$ cat config.mk
export PLATFORM = sky130hd
export DESIGN_NAME = hclk_timing
export DESIGN_NICKNAME = d
export VERILOG_FILES = /design/src/design/hclk_pkg.sv /design/src/design/blank_divider.sv /design/src/design/edge_wave.sv /design/src/design/hclk_timing.sv
export SDC_FILE = /design/constraint.sdc
export NUM_CORES = 1
export LEC_CHECK = 0
export BUFFER_PORTS_ARGS = -buffer_cell sky130_fd_sc_hd__buf_2
export CAP_MARGIN = 20
export CORE_MARGIN = 2
export CORE_UTILIZATION = 46
export DETAILED_ROUTE_END_ITERATION = 8
export GPL_ROUTABILITY_DRIVEN = 0
export SETUP_SLACK_MARGIN = 0.1
export SLEW_MARGIN = 20
export SYNTH_ARGS = -nofsm -noshare
export SYNTH_HDL_FRONTEND = slang
export SYNTH_SLANG_ARGS = --single-unit
$ cat constraint.sdc
create_clock -name sys_clk -period 4.4 [get_ports sys_clk]
set_clock_uncertainty 0.15 [all_clocks]
set_input_delay 0.44 -clock sys_clk [delete_from_list [all_inputs] [get_ports sys_clk]]
set_output_delay 0.44 -clock sys_clk [all_outputs]
set_load 0.02 [all_outputs]
$ cat src/design/hclk_pkg.sv
// Shared constants, register map and carrier types of the horizontal clock block
package hclk_pkg;

    // ========================================================================
    // Serial frame layout
    localparam int ADDR_BITS  = 8;
    localparam int DATA_BITS  = 24;
    localparam int FRAME_BITS = ADDR_BITS + DATA_BITS;

    // ========================================================================
    // Register offsets
    localparam logic [7:0] ADDR_CORE_RUN  = 8'h15;
    localparam logic [7:0] ADDR_CLK_HALVE = 8'h30;
    localparam logic [7:0] ADDR_PAIR_A    = 8'h31;
    localparam logic [7:0] ADDR_PAIR_B    = 8'h32;
    localparam logic [7:0] ADDR_LAST      = 8'h33;
    localparam logic [7:0] ADDR_RGATE     = 8'h34;
    localparam logic [7:0] ADDR_RETIME    = 8'h35;
    localparam logic [7:0] ADDR_DRIVE     = 8'h36;

    // ========================================================================
    // Field positions
    localparam int POS_W        = 6;
    localparam int RISE_LSB     = 0;
    localparam int FALL_LSB     = 8;
    localparam int POL_BIT      = 16;
    localparam int RETIME_W     = 7;
    localparam int DIV_W        = 3;
    localparam int DRIVE_W      = 24;
    localparam int NUM_CH       = 4;
    localparam int CH_PAIR_A    = 0;
    localparam int CH_PAIR_B    = 1;
    localparam int CH_LAST      = 2;
    localparam int CH_RGATE     = 3;

    // ========================================================================
    // Reset values
    localparam logic [5:0]  RISE_RST      = 6'h00;
    localparam logic [5:0]  FALL_RST_H    = 6'h14;
    localparam logic [5:0]  FALL_RST_RG   = 6'h0A;
    localparam logic        POL_RST       = 1'b1;
    localparam logic        HALVE_RST     = 1'b0;
    localparam logic        CORE_RUN_RST  = 1'b0;
    localparam logic [6:0]  RETIME_RST    = 7'h00;
    localparam logic [23:0] DRIVE_RST     = 24'h111111;

    // ========================================================================
    // Timing counts
    localparam int PIXEL_STEPS = 64;

    // ========================================================================
    // Carrier types
    typedef struct packed {
        logic       pol;
        logic [5:0] fall;
        logic [5:0] rise;
    } edge_cfg_t;

    typedef struct packed {
        logic [2:0] div;
        logic       last_stage_blank_enable;
        logic [2:0] resync;
    } retime_cfg_t;

    typedef enum logic [1:0] {
        SER_IDLE,
        SER_SHIFT,
        SER_DONE
    } ser_state_t;

endpackage : hclk_pkg

$ cat src/design/blank_divider.sv
// Reduced-rate square wave used for horizontal clocks during blanking
`timescale 1ns/1ps
`default_nettype none

module blank_divider (
    input  wire logic       sys_clk,
    input  wire logic       rst_b,
    input  wire logic       ce,
    input  wire logic       run,
    input  wire logic       blank,
    input  wire logic       pixel_tick,
    input  wire logic [2:0] div,
    output logic            slow_wave
);

    logic [2:0] count_reg;
    logic       last_pix;

    // Half period is div pixels, so full period is twice div pixels
    assign last_pix = (count_reg == (div - 3'h1));

    // ========================================================================
    // Restart phase on each blanking entry so every line looks alike
    always_ff @(posedge sys_clk or negedge rst_b) begin
        if (!rst_b) begin
            count_reg <= 3'h0;
            slow_wave <= 1'b1;
        end else if (ce) begin
            if (!run || !blank) begin
                count_reg <= 3'h0;
                slow_wave <= 1'b1;
            end else if (pixel_tick) begin
                if (last_pix) begin
                    count_reg <= 3'h0;
                    slow_wave <= ~slow_wave;
                end else begin
                    count_reg <= count_reg + 3'h1;
                end
            end
        end
    end

endmodule : blank_divider
`default_nettype wire

$ cat src/design/edge_wave.sv
// One edge-programmable clock wave inside the pixel period
`timescale 1ns/1ps
`default_nettype none

module edge_wave (
    input  wire logic              sys_clk,
    input  wire logic              rst_b,
    input  wire logic              ce,
    input  wire logic              run,
    input  wire logic              step_en,
    input  wire logic [5:0]        step,
    input  wire hclk_pkg::edge_cfg_t cfg,
    output logic                   wave
);

    logic hit_rise;
    logic hit_fall;

    // Edge matches against the running step position
    assign hit_rise = step_en && (step == cfg.rise);
    assign hit_fall = step_en && (step == cfg.fall);

    // ========================================================================
    // Rise wins when both sit on one step so a mis-set pair never sticks low
    always_ff @(posedge sys_clk or negedge rst_b) begin
        if (!rst_b) begin
            wave <= 1'b0;
        end else if (ce) begin
            if (!run) begin
                wave <= 1'b0;
            end else if (hit_rise) begin
                wave <= 1'b1;
            end else if (hit_fall) begin
                wave <= 1'b0;
            end
        end
    end

endmodule : edge_wave
`default_nettype wire

$ cat src/design/hclk_timing.sv
// Horizontal and reset gate clock generator with serial register port
`timescale 1ns/1ps
`default_nettype none

module hclk_timing #(
    parameter int PIXEL_STEPS = hclk_pkg::PIXEL_STEPS
) (
    input  wire logic        sys_clk,
    input  wire logic        rst_b,
    input  wire logic        ce,
    input  wire logic        serial_clock,
    input  wire logic        serial_load_n,
    input  wire logic        serial_data,
    input  wire logic        horizontal_blanking,
    output logic             horizontal_clock_one,
    output logic             horizontal_clock_two,
    output logic             horizontal_clock_three,
    output logic             horizontal_clock_four,
    output logic             last_stage_horizontal_clock,
    output logic             reset_gate_clock,
    output logic [23:0]      drive_levels,
    output logic             core_running
);

    // ========================================================================
    // Serial port state
    hclk_pkg::ser_state_t                 ser_state_reg;
    hclk_pkg::ser_state_t                 ser_state_next;
    logic [hclk_pkg::FRAME_BITS-1:0]      shift_reg;
    logic [5:0]                           bit_count_reg;
    logic                                 sck_prev_reg;
    logic                                 sck_rise;
    logic                                 last_bit;
    logic [hclk_pkg::FRAME_BITS-1:0]      frame_word;
    logic [7:0]                           wr_addr;
    logic [23:0]                          wr_data;
    logic                                 wr_strobe;

    // ========================================================================
    // Register file
    logic                                 input_clock_halve_reg;
    logic                                 timing_core_run_n_reg;
    hclk_pkg::edge_cfg_t                  edge_cfg_reg [hclk_pkg::NUM_CH];
    hclk_pkg::retime_cfg_t                retime_reg;
    logic [23:0]                          drive_reg;
    hclk_pkg::edge_cfg_t                  wr_edge_cfg;

    // ========================================================================
    // Pixel timing state
    logic                                 run;
    logic                                 halve_phase_reg;
    logic                                 step_en;
    logic [5:0]                           step_reg;
    logic                                 step_wrap;
    logic                                 pixel_tick;
    logic [hclk_pkg::NUM_CH-1:0]          wave;
    logic [hclk_pkg::NUM_CH-1:0]          blank_rt_reg;
    logic [hclk_pkg::NUM_CH-1:0]          blank_eff;
    logic [hclk_pkg::NUM_CH-1:0]          shaped;
    logic [hclk_pkg::NUM_CH-1:0]          pol_out;
    logic                                 slow_wave;
    logic                                 any_blank;
    logic                                 slow_mode;

    // ========================================================================
    // Serial decode: inputs are synchronous, so edges come from one sample
    assign sck_rise   = serial_clock && !sck_prev_reg;
    assign last_bit   = (bit_count_reg == 6'(hclk_pkg::FRAME_BITS - 1));
    assign frame_word = {serial_data, shift_reg[hclk_pkg::FRAME_BITS-1:1]};
    assign wr_addr    = frame_word[hclk_pkg::ADDR_BITS-1:0];
    assign wr_data    = frame_word[hclk_pkg::FRAME_BITS-1:hclk_pkg::ADDR_BITS];
    assign wr_strobe  = (ser_state_reg == hclk_pkg::SER_SHIFT) && !serial_load_n
                        && sck_rise && last_bit;

    // Field view of the incoming word for the edge registers
    assign wr_edge_cfg.rise = wr_data[hclk_pkg::RISE_LSB +: hclk_pkg::POS_W];
    assign wr_edge_cfg.fall = wr_data[hclk_pkg::FALL_LSB +: hclk_pkg::POS_W];
    assign wr_edge_cfg.pol  = wr_data[hclk_pkg::POL_BIT];

    // ========================================================================
    // Frame sequencer: bits beyond the frame are ignored until load rises
    always_comb begin
        ser_state_next = ser_state_reg;
        unique case (ser_state_reg)
            hclk_pkg::SER_IDLE: begin
                if (!serial_load_n) begin
                    ser_state_next = hclk_pkg::SER_SHIFT;
                end
            end
            hclk_pkg::SER_SHIFT: begin
                if (serial_load_n) begin
                    ser_state_next = hclk_pkg::SER_IDLE;
                end else if (sck_rise && last_bit) begin
                    ser_state_next = hclk_pkg::SER_DONE;
                end
            end
            hclk_pkg::SER_DONE: begin
                if (serial_load_n) begin
                    ser_state_next = hclk_pkg::SER_IDLE;
                end
            end
        endcase
    end

    // Shift in LSB first, address byte before data
    always_ff @(posedge sys_clk or negedge rst_b) begin
        if (!rst_b) begin
            ser_state_reg <= hclk_pkg::SER_IDLE;
            shift_reg     <= '0;
            bit_count_reg <= 6'h00;
            sck_prev_reg  <= 1'b0;
        end else if (ce) begin
            ser_state_reg <= ser_state_next;
            sck_prev_reg  <= serial_clock;
            if (ser_state_reg != hclk_pkg::SER_SHIFT) begin
                bit_count_reg <= 6'h00;
            end else if (sck_rise && !serial_load_n) begin
                shift_reg     <= frame_word;
                bit_count_reg <= bit_count_reg + 6'h01;
            end
        end
    end

    // ========================================================================
    // Register writes land on the completing edge, no frame boundary wait
    always_ff @(posedge sys_clk or negedge rst_b) begin
        if (!rst_b) begin
            input_clock_halve_reg <= hclk_pkg::HALVE_RST;
            timing_core_run_n_reg <= hclk_pkg::CORE_RUN_RST;
            edge_cfg_reg[hclk_pkg::CH_PAIR_A] <= '{hclk_pkg::POL_RST,
                hclk_pkg::FALL_RST_H, hclk_pkg::RISE_RST};
            edge_cfg_reg[hclk_pkg::CH_PAIR_B] <= '{hclk_pkg::POL_RST,
                hclk_pkg::FALL_RST_H, hclk_pkg::RISE_RST};
            edge_cfg_reg[hclk_pkg::CH_LAST]   <= '{hclk_pkg::POL_RST,
                hclk_pkg::FALL_RST_H, hclk_pkg::RISE_RST};
            edge_cfg_reg[hclk_pkg::CH_RGATE]  <= '{hclk_pkg::POL_RST,
                hclk_pkg::FALL_RST_RG, hclk_pkg::RISE_RST};
            retime_reg            <= hclk_pkg::RETIME_RST;
            drive_reg             <= hclk_pkg::DRIVE_RST;
        end else if (ce && wr_strobe) begin
            unique case (wr_addr)
                hclk_pkg::ADDR_CORE_RUN:  timing_core_run_n_reg <= wr_data[0];
                hclk_pkg::ADDR_CLK_HALVE: input_clock_halve_reg <= wr_data[0];
                hclk_pkg::ADDR_PAIR_A:    edge_cfg_reg[hclk_pkg::CH_PAIR_A] <= wr_edge_cfg;
                hclk_pkg::ADDR_PAIR_B:    edge_cfg_reg[hclk_pkg::CH_PAIR_B] <= wr_edge_cfg;
                hclk_pkg::ADDR_LAST:      edge_cfg_reg[hclk_pkg::CH_LAST]   <= wr_edge_cfg;
                hclk_pkg::ADDR_RGATE:     edge_cfg_reg[hclk_pkg::CH_RGATE]  <= wr_edge_cfg;
                hclk_pkg::ADDR_RETIME:    retime_reg <= wr_data[hclk_pkg::RETIME_W-1:0];
                hclk_pkg::ADDR_DRIVE:     drive_reg  <= wr_data[hclk_pkg::DRIVE_W-1:0];
                default: ; // Other addresses belong to other blocks
            endcase
        end
    end

    // ========================================================================
    // Pixel step counter; halving drops every other master clock cycle
    assign run        = timing_core_run_n_reg;
    assign step_en    = run && (!input_clock_halve_reg || halve_phase_reg);
    assign step_wrap  = (step_reg == 6'(PIXEL_STEPS - 1));
    assign pixel_tick = step_en && step_wrap;

    always_ff @(posedge sys_clk or negedge rst_b) begin
        if (!rst_b) begin
            halve_phase_reg <= 1'b0;
            step_reg        <= 6'h00;
        end else if (ce) begin
            if (!run) begin
                halve_phase_reg <= 1'b0;
                step_reg        <= 6'h00;
            end else begin
                halve_phase_reg <= ~halve_phase_reg;
                if (step_en) begin
                    step_reg <= step_wrap ? 6'h00 : step_reg + 6'h01;
                end
            end
        end
    end

    // ========================================================================
    // Shared reduced-rate wave for blanking; it restarts on raw blanking entry, retimed channels pick it up at the next pixel tick
    assign any_blank = horizontal_blanking || (|blank_rt_reg);
    assign slow_mode = (retime_reg.div != 3'h0);

    blank_divider u_blank_divider (
        .sys_clk    (sys_clk),
        .rst_b      (rst_b),
        .ce         (ce),
        .run        (run),
        .blank      (any_blank),
        .pixel_tick (pixel_tick),
        .div        (retime_reg.div),
        .slow_wave  (slow_wave)
    );

    // ========================================================================
    // Per-channel edge wave, blanking retime and polarity
    for (genvar ch = 0; ch < hclk_pkg::NUM_CH; ch++) begin : g_ch
        edge_wave u_edge_wave (
            .sys_clk (sys_clk),
            .rst_b   (rst_b),
            .ce      (ce),
            .run     (run),
            .step_en (step_en),
            .step    (step_reg),
            .cfg     (edge_cfg_reg[ch]),
            .wave    (wave[ch])
        );

        // Resync to the pixel tick shared by all channels costs up to one pixel of delay
        always_ff @(posedge sys_clk or negedge rst_b) begin
            if (!rst_b) begin
                blank_rt_reg[ch] <= 1'b0;
            end else if (ce) begin
                if (!run) begin
                    blank_rt_reg[ch] <= 1'b0;
                end else if (pixel_tick) begin
                    blank_rt_reg[ch] <= horizontal_blanking;
                end
            end
        end

        if (ch == hclk_pkg::CH_RGATE) begin : g_rg
            // Reset gate keeps clocking through blanking
            assign blank_eff[ch] = 1'b0;
        end else if (ch == hclk_pkg::CH_LAST) begin : g_last
            assign blank_eff[ch] = retime_reg.last_stage_blank_enable &&
                (retime_reg.resync[ch] ? blank_rt_reg[ch] : horizontal_blanking);
        end else begin : g_pair
            assign blank_eff[ch] = retime_reg.resync[ch] ? blank_rt_reg[ch]
                                                         : horizontal_blanking;
        end

        // Divide 0 keeps pixel rate, otherwise one over twice div
        assign shaped[ch]  = (blank_eff[ch] && slow_mode) ? slow_wave : wave[ch];
        assign pol_out[ch] = edge_cfg_reg[ch].pol ? shaped[ch] : ~shaped[ch];
    end

    // ========================================================================
    // Output flops; second phase of each pair is the complement of the first
    always_ff @(posedge sys_clk or negedge rst_b) begin
        if (!rst_b) begin
            horizontal_clock_one        <= 1'b0;
            horizontal_clock_two        <= 1'b1;
            horizontal_clock_three      <= 1'b0;
            horizontal_clock_four       <= 1'b1;
            last_stage_horizontal_clock <= 1'b0;
            reset_gate_clock            <= 1'b0;
            drive_levels                <= hclk_pkg::DRIVE_RST;
            core_running                <= 1'b0;
        end else if (ce) begin
            horizontal_clock_one        <= pol_out[hclk_pkg::CH_PAIR_A];
            horizontal_clock_two        <= ~pol_out[hclk_pkg::CH_PAIR_A];
            horizontal_clock_three      <= pol_out[hclk_pkg::CH_PAIR_B];
            horizontal_clock_four       <= ~pol_out[hclk_pkg::CH_PAIR_B];
            last_stage_horizontal_clock <= pol_out[hclk_pkg::CH_LAST];
            reset_gate_clock            <= pol_out[hclk_pkg::CH_RGATE];
            drive_levels                <= drive_reg;
            core_running                <= run;
        end
    end

endmodule : hclk_timing
`default_nettype wire

==> results.json <==
{
  "die_area_um2": 18200,
  "clk_pin_slew_ps": 70,
  "groute.usage.overall_pct": 18.3,
  "rsz0062_at_grt": "false",
  "fin_area_um2": 8830,
  "start_util_pct": 47.3,
  "mostFrequentLayoutCells": "dfrtp_1, mux2_2, buf_2",
  "critPathLaunchType": "flip-flop",
  "yosysWarningCount": 0,
  "finish.utilization_pct": 52.9,
  "port_buffers": 37,
  "ys_types": 54,
  "largest_register_ff_count": 52,
  "finalHoldViolations": 0,
  "antenna_left": 0,
  "cts_resized": 0,
  "worstSetupPathType": "flip-flop to flip-flop",
  "cts_buffer_depth": 2,
  "dp_slack_ps": 1600,
  "worstMarginPinSlew_ps": 1040,
  "placed_area_um2": 8250,
  "worst_setup_path_end_kind": "flip-flop",
  "dp.final_hpwl_um": 10200,
  "maxSlewHeadroom_pct": 30.5,
  "p_leak_nw": 4.22,
  "synth_flop_cell": "dfrtp_1",
  "tns_ps": 0,
  "wire_per_inst_um": 18.1,
  "fin_crit_sh_pct": 62.0,
  "grt.overflow.total": 0,
  "synth_edf_count": 0,
  "path_max_fanout": 13,
  "fin_nets": 627,
  "viasPerCell": 5.43,
  "cp.required_ps": 4560,
  "path_cells": "ha_1 > nand2_1 > o32ai_1 > o21ai_0 > a22o_1",
  "grt_max_degree": 97,
  "netlist_area_um2": 7900,
  "wl_um": 15300,
  "fp.coreArea_um2": 16700,
  "min_path_type": "input port to flip-flop",
  "drt_iter0_markers": 216,
  "antenna_found_initial": 0,
  "synthToLayoutAreaGrowth_pct": 11.8,
  "cts-root-buf": "clkbuf_16",
  "powerDensity_nw_per_um2": 367,
  "drc": 0,
  "ys_seq_area_share_pct": 54.9,
  "chipWidth_um": 135,
  "maxCapViolations": 0,
  "min_period_ps": 2730,
  "crit_slowest_cell": "dfrtp_1",
  "boundaryPins": 38,
  "max_freq_mhz": 366,
  "crit_arrival_ps": 2890,
  "grt_pass1_vias": 4810,
  "drt_pass1_iterations": 4,
  "num_antenna_cells": 0,
  "clock-sinks": 172,
  "num_vias": 4592,
  "dieHeight_um": 135,
  "insertion_delay_ps": 430,
  "postSynthAreaPerCell_um2": 13.6,
  "cts_inserted_buffers": 17,
  "finalSetupViolCount": 0,
  "cts_setup_buffers": 0,
  "worst_hold_slack_ps": 101,
  "drv_slew": 0,
  "grt_pass1_wl_um": 25800,
  "ys_ff_latch": 172,
  "status": "finished clean",
  "cts_tree": "built",
  "htreeDepth": 4,
  "num_rows": 47,
  "syn_inst": 579,
  "slowest_delay_ps": 800,
  "layout-drive-gt1-share_pct": 40.6,
  "timing.final.ws_setup_ps": 1670,
  "ir_worst_vdd_mv": 0.256,
  "syn-num-nets": 594,
  "layout_commonest_cell": "dfrtp_1",
  "async_flop_share_pct": 100
}
## path summary, 6_finish.rpt
kind	slack [ps]	from	cells past startpoint	endpoint
worst max register to register	1670	step_reg[1]	5	u_blank_divider.count_reg[2]
worst max-delay path	1670	step_reg[1]	5	u_blank_divider.count_reg[2]
max in group asynchronous	2650	rst_b	3	edge_cfg_reg[21]
min in group asynchronous	520	rst_b	2	u_blank_divider.count_reg[2]
worst min register to register	320	bit_count_reg[5]	1	bit_count_reg[5]
worst min-delay path	100	serial_data	2	drive_reg[23]
## synthesized netlist by cell type, drive strengths merged, types with 3 or more instances
library cell	n	area share [%]
or3	3	0.24
ha	8	1.3
inv	13	0.62
a211o	6	0.67
nor3	14	1.0
nand3	7	0.51
mux2i	7	0.89
nor4	10	0.87
xor2	20	2.2
a21oi	12	0.76
nand4	8	0.63
buf	18	1.6
nor2	12	0.57
a41oi	5	0.55
nand3b	7	0.67
dfrtp	145	46
nand2b	8	0.63
o21ai	11	0.70
dfstp	27	9.0
o2bb2ai	5	0.55
a2111oi	3	0.33
nand2	15	0.71
clkbuf	12	0.57
a22o	3	0.35
and3	4	0.35
mux2	143	22
xnor2	33	3.7
## report_power, final
| group | internal [mW] | total, mW | switching (mW) |
|---|---|---|---|
| combinational | 0.0569 | 0.151 | 0.0943 |
| clock | 0.796 | 1.44 | 0.642 |
| sequential | 1.62 | 1.65 | 0.0369 |
## per-layer routing
metal / wire length, µm / part of all wire, % / vias to the layer above / global-route usage (%)
met4: 229 / 1.5 / 0 / 6.42
met5: 0 / 0 / - / 0
met1: 7490 / 49 / 2353 / 26.0
li1: - / - / 2151 / -
met3: 451 / 3.0 / 14 / 3.72
met2: 7110 / 47 / 74 / 28.2
## layout make-up
| type | instances | area (µm²) |
|---|---|---|
| fill | 1415 | 7870 |
| multi-input combinational | 364 | 3350 |
| timing repair buffer | 44 | 259 |
| sequential | 172 | 4340 |
| tap | 220 | 275 |
| clock buffer | 19 | 433 |
| clock inverter | 13 | 131 |
| inverter | 13 | 48.8 |
## through the flow
step | power (mW) | instances
CTS | 3.29 | 844
detailed placement | 1.84 | 811
global route | 3.37 | 845
global placement | 1.83 | 811
finish | 3.24 | 845
floorplan | 1.78 | 579
## cells by family (layout without fill, tap and decap cells)
family	count (synthesis)	after routing	synth area share [%]
compound gates	53	53	4.69
xor+xnor	53	53	5.88
fa+ha+maj	8	8	1.27
buf+inv	43	89	2.83
flops	172	172	54.9
mux	150	150	22.7
simple gates	100	100	7.73
## critical path: cells and delay by family, from the launching register on
kind / cells / cell delay, ps
compound gates: 3 / 1210
flops: 1 / 800
fa+ha+maj: 1 / 370
simple gates: 1 / 90
## timing repair
item | 4_1_cts | 5_1_grt
hold endpoints to repair | 3 | 0
setup endpoints to repair | 0 | 0
hold buffers | 1 | 0
Note: power is estimated with default switching activity, not from simulation.
